==> src/cmc_pkg.sv <==
// Shared constants, types and helpers for the dual comparator control block.
// Assumes a 12-bit APB byte address; each register sits on an aligned word.
package cmc_pkg;

  // Register indices; byte address is four times the index
  localparam logic [11:0] IDX_CTRL = 12'h01f; // Comparator control
  localparam logic [11:0] IDX_IRQC = 12'h00b; // Irq control (global, peripheral enables)
  localparam logic [11:0] IDX_PFLG = 12'h00c; // Peripheral flag
  localparam logic [11:0] IDX_PENA = 12'h08c; // Peripheral enable
  localparam logic [11:0] IDX_DIR  = 12'h085; // Port A direction
  localparam logic [11:0] IDX_DATA = 12'h005; // Port A data

  // Field positions
  localparam int CTRL_R2_BIT  = 7; // Second result bit
  localparam int CTRL_R1_BIT  = 6; // First result bit
  localparam int CTRL_CIS_BIT = 3; // Input switch bit
  localparam int FLAG_BIT     = 6; // Change flag
  localparam int CHG_EN_BIT   = 6; // Change irq enable
  localparam int GIE_BIT      = 7; // Global irq enable
  localparam int PERIPHERAL_IRQ_ENABLE_BIT     = 6; // Peripheral irq enable

  // Values after reset
  localparam logic [2:0] MODE_RST = 3'h0;  // Comparator reset mode
  localparam logic       CIS_RST  = 1'h0;  // Input switch
  localparam logic [4:0] DIR_RST  = 5'h1f; // All pins input
  localparam logic [4:0] DATA_RST = 5'h00; // Port data latch

  // Synchroniser depth for the raw comparator results
  localparam int SYNC_STAGES = 2;

  // Routing modes, encoded as the mode field
  typedef enum logic [2:0] {
    MODE_RESET   = 3'h0, // All comparator pins analog, comparators down
    MODE_MUX3    = 3'h1, // Three inputs, switch picks first inverting input
    MODE_VREF    = 3'h2, // Internal reference on both non-inverting inputs
    MODE_COMMON  = 3'h3, // Two comparators, common reference
    MODE_INDEP2  = 3'h4, // Two independent comparators
    MODE_INDEP1  = 3'h5, // One independent comparator
    MODE_OUTPUTS = 3'h6, // Common reference, results on pins a3/a4
    MODE_OFF     = 3'h7  // Both comparators off
  } cmc_mode_e;

  // APB request group from the master
  typedef struct packed {
    logic        psel;    // Slave select
    logic        penable; // Access phase
    logic        pwrite;  // Direction
    logic [11:0] paddr;   // Byte address
    logic [31:0] pwdata;  // Write data
  } cmc_apb_req_s;

  // Analog front-end steering
  typedef struct packed {
    logic       c1_pwr;       // First comparator powered
    logic       c2_pwr;       // Second comparator powered
    logic       vref_vplus;   // Internal reference on non-inverting inputs
    logic       c1_vminus_a3; // First inverting input from pin a3, else a0
    logic [4:0] analog_pins;  // Pins held as analog inputs
  } cmc_ana_s;

  // Byte address of a register index
  function automatic logic [11:0] addr_of(input logic [11:0] idx);
    addr_of = {idx[9:0], 2'b00};
  endfunction

  // Pins configured as analog inputs in each mode
  function automatic logic [4:0] analog_mask(input cmc_mode_e m);
    unique case (m)
      MODE_RESET:   analog_mask = 5'h0f;
      MODE_MUX3:    analog_mask = 5'h0f;
      MODE_VREF:    analog_mask = 5'h0f;
      MODE_COMMON:  analog_mask = 5'h07;
      MODE_INDEP2:  analog_mask = 5'h0f;
      MODE_INDEP1:  analog_mask = 5'h06;
      MODE_OUTPUTS: analog_mask = 5'h07;
      MODE_OFF:     analog_mask = 5'h00;
    endcase
  endfunction

endpackage

==> src/cmc_sync.sv <==
// Two-flop style synchroniser for a bundle of independent levels.
// Assumes each bit is a slow level; multi-bit coherence is not promised.
`timescale 1ns/100ps
`default_nettype none
module cmc_sync #(
  parameter int W      = 2, // Bundle width
  parameter int STAGES = 2  // Flop stages, at least two
) (
  input  wire logic         clk,     // Destination clock
  input  wire logic         rst_n,   // Async reset, active low
  input  wire logic [W-1:0] d,       // Asynchronous levels
  output logic      [W-1:0] q        // Synchronised levels
);

  logic [W-1:0] chain_r [STAGES]; // Stage 0 is read only by stage 1

  // Shift chain; only the last stage leaves the module
  always_ff @(posedge clk or negedge rst_n) begin
    if (!rst_n) begin
      for (int i = 0; i < STAGES; i++) begin
        chain_r[i] <= '0;
      end
    end else begin
      chain_r[0] <= d;
      for (int i = 1; i < STAGES; i++) begin
        chain_r[i] <= chain_r[i-1];
      end
    end
  end

  assign q = chain_r[STAGES-1];

endmodule // cmc_sync
`default_nettype wire

==> src/cmc_top.sv <==
// Digital control of a dual analog comparator unit with APB registers.
// Assumes raw results come from analog comparators, asynchronous to pclk;
// pin inputs and sleep request are synchronous to pclk.
//
// Implementation choices: the placing of the registers and the APB slave port.
`timescale 1ns/100ps
`default_nettype none
module cmc_top (
  input  wire logic                  pclk,       // 100 MHz clock
  input  wire logic                  presetn,    // Async reset, active low
  input  wire cmc_pkg::cmc_apb_req_s apb_req,    // APB request group
  output logic                       pready,     // APB ready
  output logic [31:0]                prdata,     // APB read data
  output logic                       pslverr,    // APB error, unmapped address
  input  wire logic [1:0]            cmp_raw,    // Raw results, bit0 first, bit1 second
  input  wire logic [4:0]            pin_in,     // Port A pin levels
  input  wire logic                  sleep_mode, // Core is asleep
  output logic [4:0]                 port_out,   // Port A pin drive values
  output logic [4:0]                 port_oe_n,  // Port A drive enables, low drives
  output cmc_pkg::cmc_ana_s          ana,        // Analog steering
  output logic                       irq_req,    // Interrupt request to core
  output logic                       wake_req    // Wake request while asleep
);

  // Control state
  cmc_pkg::cmc_mode_e mode_r;   // Routing mode field
  logic               cis_r;    // Input switch bit
  logic [1:0]         ref_r;    // Latched reference results
  logic               flag_r;   // Change flag
  logic               chg_en_r; // Change irq enable
  logic               gie_r;    // Global irq enable
  logic               peripheral_irq_enable_r;   // Peripheral irq enable
  logic [4:0]         dir_r;    // Port direction, 1 is input
  logic [4:0]         data_r;   // Port data latch
  logic [1:0]         cmp_sync; // Synchronised results
  logic [31:0]        rd_nxt;   // Read data for the coming access
  logic               map_nxt;  // Address maps to a register
  logic               setup;    // APB setup cycle
  logic               done;     // APB access completes this edge
  logic               wr;       // Completing write
  logic               mismatch; // Results differ from reference

  // Results cross into pclk before any compare
  cmc_sync #(
    .W      (2),
    .STAGES (cmc_pkg::SYNC_STAGES)
  ) u_sync (
    .clk   (pclk),
    .rst_n (presetn),
    .d     (cmp_raw),
    .q     (cmp_sync)
  );

  // Bus phase decode
  assign setup    = apb_req.psel && !apb_req.penable;
  assign done     = apb_req.psel && apb_req.penable && pready;
  assign wr       = done && apb_req.pwrite;
  assign mismatch = (cmp_sync != ref_r);

  // Read mux and address decode
  always_comb begin
    rd_nxt  = 32'h0000_0000;
    map_nxt = 1'b1;
    unique case (apb_req.paddr)
      cmc_pkg::addr_of(cmc_pkg::IDX_CTRL): begin
        // Results come from the synchroniser, never from stored writes
        rd_nxt[cmc_pkg::CTRL_R2_BIT]  = cmp_sync[1];
        rd_nxt[cmc_pkg::CTRL_R1_BIT]  = cmp_sync[0];
        rd_nxt[cmc_pkg::CTRL_CIS_BIT] = cis_r;
        rd_nxt[2:0]                   = mode_r;
      end
      cmc_pkg::addr_of(cmc_pkg::IDX_IRQC): begin
        rd_nxt[cmc_pkg::GIE_BIT]  = gie_r;
        rd_nxt[cmc_pkg::PERIPHERAL_IRQ_ENABLE_BIT] = peripheral_irq_enable_r;
      end
      cmc_pkg::addr_of(cmc_pkg::IDX_PFLG): begin
        rd_nxt[cmc_pkg::FLAG_BIT] = flag_r;
      end
      cmc_pkg::addr_of(cmc_pkg::IDX_PENA): begin
        rd_nxt[cmc_pkg::CHG_EN_BIT] = chg_en_r;
      end
      cmc_pkg::addr_of(cmc_pkg::IDX_DIR): begin
        rd_nxt[4:0] = dir_r;
      end
      cmc_pkg::addr_of(cmc_pkg::IDX_DATA): begin
        // Analog pins read low whatever the pin level
        rd_nxt[4:0] = pin_in & ~cmc_pkg::analog_mask(mode_r);
      end
      default: begin
        map_nxt = 1'b0; // Unmapped: zero data, error
      end
    endcase
  end

  // APB answer: one cycle after setup, so every access has no wait state
  always_ff @(posedge pclk or negedge presetn) begin
    if (!presetn) begin
      pready  <= 1'b0;
      prdata  <= 32'h0000_0000;
      pslverr <= 1'b0;
    end else begin
      pready  <= setup;
      pslverr <= setup && !map_nxt;
      if (setup) begin
        prdata <= rd_nxt;
      end
    end
  end

  // Control register: mode and switch; only reset or a write touches it
  always_ff @(posedge pclk or negedge presetn) begin
    if (!presetn) begin
      mode_r <= cmc_pkg::cmc_mode_e'(cmc_pkg::MODE_RST);
      cis_r  <= cmc_pkg::CIS_RST;
    end else if (wr && apb_req.paddr == cmc_pkg::addr_of(cmc_pkg::IDX_CTRL)) begin
      // Result bits in the write data are dropped
      mode_r <= cmc_pkg::cmc_mode_e'(apb_req.pwdata[2:0]);
      cis_r  <= apb_req.pwdata[cmc_pkg::CTRL_CIS_BIT];
    end
  end
  // Sleep is deliberately absent above: waking leaves the register intact

  // Reference results: any control access ends the mismatch
  always_ff @(posedge pclk or negedge presetn) begin
    if (!presetn) begin
      ref_r <= 2'h0;
    end else if (done && apb_req.paddr == cmc_pkg::addr_of(cmc_pkg::IDX_CTRL)) begin
      ref_r <= cmp_sync;
    end
  end

  // Change flag; a hardware set beats a software clear in the same cycle,
  // so a change that meets a control read is never missed here
  always_ff @(posedge pclk or negedge presetn) begin
    if (!presetn) begin
      flag_r <= 1'b0;
    end else if (mismatch) begin
      flag_r <= 1'b1;
    end else if (wr && apb_req.paddr == cmc_pkg::addr_of(cmc_pkg::IDX_PFLG)) begin
      flag_r <= apb_req.pwdata[cmc_pkg::FLAG_BIT];
    end
  end

  // Interrupt enables
  always_ff @(posedge pclk or negedge presetn) begin
    if (!presetn) begin
      chg_en_r <= 1'b0;
      gie_r    <= 1'b0;
      peripheral_irq_enable_r   <= 1'b0;
    end else if (wr) begin
      if (apb_req.paddr == cmc_pkg::addr_of(cmc_pkg::IDX_PENA)) begin
        chg_en_r <= apb_req.pwdata[cmc_pkg::CHG_EN_BIT];
      end
      if (apb_req.paddr == cmc_pkg::addr_of(cmc_pkg::IDX_IRQC)) begin
        gie_r  <= apb_req.pwdata[cmc_pkg::GIE_BIT];
        peripheral_irq_enable_r <= apb_req.pwdata[cmc_pkg::PERIPHERAL_IRQ_ENABLE_BIT];
      end
    end
  end

  // Port direction and data latch
  always_ff @(posedge pclk or negedge presetn) begin
    if (!presetn) begin
      dir_r  <= cmc_pkg::DIR_RST;
      data_r <= cmc_pkg::DATA_RST;
    end else if (wr) begin
      if (apb_req.paddr == cmc_pkg::addr_of(cmc_pkg::IDX_DIR)) begin
        dir_r <= apb_req.pwdata[4:0];
      end
      if (apb_req.paddr == cmc_pkg::addr_of(cmc_pkg::IDX_DATA)) begin
        data_r <= apb_req.pwdata[4:0];
      end
    end
  end

  // Pin drivers; direction bits stay the enables in every mode
  always_ff @(posedge pclk or negedge presetn) begin
    if (!presetn) begin
      port_out  <= 5'h00;
      port_oe_n <= 5'h1f;
    end else begin
      port_oe_n <= dir_r;
      port_out  <= data_r;
      if (mode_r == cmc_pkg::MODE_OUTPUTS) begin
        // Raw results skip the synchroniser; a glitch reaches the pin
        port_out[3] <= cmp_raw[0];
        port_out[4] <= cmp_raw[1];
      end
    end
  end

  // Analog steering; reset holds both comparators down
  always_ff @(posedge pclk or negedge presetn) begin
    if (!presetn) begin
      ana.c1_pwr       <= 1'b0;
      ana.c2_pwr       <= 1'b0;
      ana.vref_vplus   <= 1'b0;
      ana.c1_vminus_a3 <= 1'b0;
      ana.analog_pins  <= 5'h0f;
    end else begin
      ana.c1_pwr       <= !(mode_r inside {cmc_pkg::MODE_RESET, cmc_pkg::MODE_INDEP1,
                                           cmc_pkg::MODE_OFF});
      ana.c2_pwr       <= !(mode_r inside {cmc_pkg::MODE_RESET, cmc_pkg::MODE_OFF});
      ana.vref_vplus   <= (mode_r == cmc_pkg::MODE_VREF);
      ana.c1_vminus_a3 <= (mode_r == cmc_pkg::MODE_MUX3) && cis_r;
      ana.analog_pins  <= cmc_pkg::analog_mask(mode_r);
    end
  end

  // Interrupt and wake; comparators keep running in sleep
  always_ff @(posedge pclk or negedge presetn) begin
    if (!presetn) begin
      irq_req  <= 1'b0;
      wake_req <= 1'b0;
    end else begin
      irq_req  <= flag_r && chg_en_r && peripheral_irq_enable_r && gie_r;
      wake_req <= sleep_mode && flag_r && chg_en_r;
    end
  end

  // Helper: no control write seen since reset
  logic ctrl_fresh_r; // Mode must still be the reset mode
  always_ff @(posedge pclk or negedge presetn) begin
    if (!presetn) begin
      ctrl_fresh_r <= 1'b1;
    end else if (wr && apb_req.paddr == cmc_pkg::addr_of(cmc_pkg::IDX_CTRL)) begin
      ctrl_fresh_r <= 1'b0;
    end
  end
endmodule // cmc_top
`default_nettype wire

==> config.mk <==
export PLATFORM = sky130hd
export DESIGN_NAME = cmc_top
export DESIGN_NICKNAME = d
export VERILOG_FILES = /design/src/cmc_pkg.sv /design/src/cmc_sync.sv /design/src/cmc_top.sv
export SDC_FILE = /design/constraint.sdc
export NUM_CORES = 1
export LEC_CHECK = 0
export BUFFER_PORTS_ARGS = -buffer_cell sky130_fd_sc_hd__buf_4
export CORE_MARGIN = 8
export CORE_UTILIZATION = 50
export DETAILED_ROUTE_END_ITERATION = 7
export GPL_ROUTABILITY_DRIVEN = 0
export PLACE_DENSITY_LB_ADDON = 0.2
export SETUP_SLACK_MARGIN = 0.3
export SYNTH_ARGS = -nofsm -noshare
export SYNTH_HDL_FRONTEND = slang
export SYNTH_SLANG_ARGS = --single-unit
export TNS_END_PERCENT = 5
==> constraint.sdc <==
create_clock -name pclk -period 3.7 [get_ports pclk]
set_input_delay 0.74 -clock pclk [delete_from_list [all_inputs] [get_ports pclk]]
set_output_delay 0.74 -clock pclk [all_outputs]
set_load 0.005 [all_outputs]
==> results.sh <==
export IMPL_antenna_found_initial=0
export IMPL_ir_worst_vdd_uv=207
export IMPL_synth_common_cells="dfrtp_1 (39), buf_4 (27), mux2_2 (18)"
export IMPL_firstDrtPassIters=4
export IMPL_ctsHoldBuffers=0
export IMPL_design_core_area_mm2=0.00466
export IMPL_clock_sinks=52
export IMPL_start_util=0.511
export IMPL_antenna_cells=0
export IMPL_critPathMaxFanout=9
export IMPL_synthesis_area_mm2=0.00238
export IMPL_yosysWarnings=0
export IMPL_drtIter0Drc=135
export IMPL_rsz0062_at_grt="no"
export IMPL_synthArstFlopShare=1.00
export IMPL_post_cts_buffers=0
export IMPL_ys_ff_latch=52
export IMPL_fin_crit_ns=2.47
export IMPL_die_w_um=85.0
export IMPL_seq_area_mm2=0.00132
export IMPL_setup_violations_final=0
export IMPL_ys_types=45
export IMPL_cts_tree="built"
export IMPL_ys_seq_area_frac=0.553
export IMPL_fin_crit_sh=0.669
export IMPL_crit_type="primary input to register"
export IMPL_synthTopCellsByArea="dfrtp_1 (41%), dfstp_2 (14%), buf_4 (8.5%)"
export IMPL_grt_ovfl_total=0
export IMPL_fmax_mhz=404
export IMPL_ctsLongestPathBuffers=2
export IMPL_cp_arrival_ns=2.67
export IMPL_slowest_delay_ns=0.56
export IMPL_synth_avg_cell_area_um2=12.0
export IMPL_synth_edf_count=0
export IMPL_cts_root_buf="clkbuf_8"
export IMPL_path_clk_slew_ns=0.09
export IMPL_grt_max_degree=53
export IMPL_synth_most_common_cell="dfrtp_1"
export IMPL_start_kind="primary input"
export IMPL_routedWlPerCell_um=16.5
export IMPL_syn_inst=198
export IMPL_whs_ns=0.357
export IMPL_tightest_slew_ns=0.645
export IMPL_setup_tns_ns=0
export IMPL_hold_viol=0
export IMPL_path_cells="buf_4 -> or4_1 -> nor3_2 -> nand3_1 -> mux2_2"
export IMPL_avgViaCountPerCell=5.31
export IMPL_netlist_area_leader_share=0.409
export IMPL_p_per_area_mw_per_mm2=344
export IMPL_dpl_hpwl_mm=3.96
export IMPL_final_cells=313
export IMPL_die_y_um=85.0
export IMPL_vias=1661
export IMPL_final_max_slew_violation_count=0
export IMPL_p_leak_nw=1.36
export IMPL_cp_slowest_cell="or4_1"
export IMPL_clock_skew_final_ns=0.00476
export IMPL_ant_nets=0
export IMPL_gr_usage_all_layers=0.151
export IMPL_timing_critical_path_buf_inv=1
export IMPL_critPathTopFamily="simple AND/OR/NAND/NOR gates"
export IMPL_port_buffers=60
export IMPL_critPathCaptureType="register"
export IMPL_synth_area_leader_cell="dfrtp_1"
export IMPL_status="completed"
export IMPL_cts_htree_levels=2
export IMPL_maxCapViolations=0
export IMPL_finalNetCount=315
export IMPL_area_growth_pct=20.1
export IMPL_fp_row_count=25
export IMPL_hp_class="register to register"
export IMPL_cts_resized=0
export IMPL_grt_pass1_wl_mm=8.63
export IMPL_cts_buffers=5
export IMPL_nFillCells=387
export IMPL_dieArea_mm2=0.00723
export IMPL_multi_input_area_um2=907
export IMPL_relSlewSlack=0.570
export IMPL_routed_wl_mm=5.18
export IMPL_dp_cells=305
export IMPL_grt_pass1_vias=1756
export IMPL_drcViolationCount=0
export IMPL_layout_drive_gt1_share=0.417
export IMPL_worst_ep_required_time_ns=3.89
export IMPL_clkLatencyLatePin_ns=0.30
export IMPL_synth_main_ff_cell="dfrtp_1"
export IMPL_ioPinCount=112
[sequential cells by signal, summed over array words and instances (netlist names), 2 cells and up]
register / flops
ana: 7
dir_r: 5
u_sync.q: 2
ref_r: 2
port_out: 5
prdata: 7
u_sync.chain_r: 2
data_r: 5
mode_r: 3
port_oe_n: 5
[worst reg2reg max path, stage by stage, from the launching register on]
cell	delay [ns]
dfrtp_1	0.39
nand4_1	0.29
nor4_1	0.46
a21boi_0	0.18
a311o_1	0.35
[cells in the final DEF (no fill, tap or decap), types with 2 or more instances in the layout]
cell        n
dfrtp_1    39
a21oi_1     3
buf_4      62
dfstp_2    13
nor3b_1     2
clkbuf_8    5
mux2_2     18
mux2_1      2
nand3_1     6
a2111oi_0   2
and3_1      3
xnor2_1     2
a31oi_1     6
nor3_1      4
nand2b_1    3
nand4_1     2
o31ai_1     2
conb_1     26
and4_1      3
a32o_1      2
or3b_2      2
o21ai_0     5
nor4_1      3
nand2_1    11
mux2i_1     2
inv_1       4
nor2_1      8
[cells by family (layout without fill, tap and decap cells)]
kind of cell	count (synthesis)	count (layout)	share of synthesized area
simple gates	59	59	0.161
flops	52	52	0.553
buf+inv	38	74	0.106
compound gates	24	24	0.0688
mux	22	22	0.103
xor+xnor	2	2	0.00735
other cells	1	26	0.00157
[power breakdown]
part / internal, mW / total, mW / leakage, nW / switching (mW)
combinational: 0.0382 / 0.0866 / 0.678 / 0.0484
clock: 0.135 / 0.316 / 0.0414 / 0.181
sequential: 0.577 / 0.582 / 0.640 / 0.00524
total: 0.750 / 0.985 / 1.36 / 0.234
[layout make-up]
class                   instances  share of cell area
multi-input cells             133               0.317
repair buffers                 62               0.163
flip-flops and latches         52               0.460
clock inverters                 2             0.00568
clock buffers                   6              0.0254
inverters                       4             0.00525
well taps                      54              0.0236
[through the flow]
step / util / setup slack, ns / instance area (um^2) / power [mW]
6_report: 0.614 / 1.23 / 2860 / 0.985
2_1_floorplan: - / 1.19 / 2480 / 0.643
3_5_place_dp: 0.595 / 0.871 / 2770 / 0.679
3_3_place_gp: 0.595 / 0.889 / 2770 / 0.677
4_1_cts: 0.614 / 1.21 / 2860 / 0.999
5_1_grt: 0.614 / 1.08 / 2860 / 1.03
[metal layers]
metal	track usage	share of wire	vias up
li1	-	-	781
met1	0.171	0.39	794
met2	0.242	0.47	79
met3	0.0705	0.12	7
met4	0.0583	0.013	0
met5	0	0	-
[final timing paths]
kind | start | endpoint | slack [ns] | depth (start not counted)
min in group asynchronous | presetn | data_r[0] | 0.45 | 1
worst min register to register | u_sync.chain_r[3] | u_sync.q[1] | 0.36 | 0
worst max-delay path | apb_req[33] | data_r[4] | 1.23 | 5
max in group asynchronous | presetn | ref_r[0] | 2.81 | 1
worst min-delay path | u_sync.chain_r[3] | u_sync.q[1] | 0.36 | 0
worst max register to register | pready | flag_r | 1.93 | 4
Power figures use the tool's default switching activity.
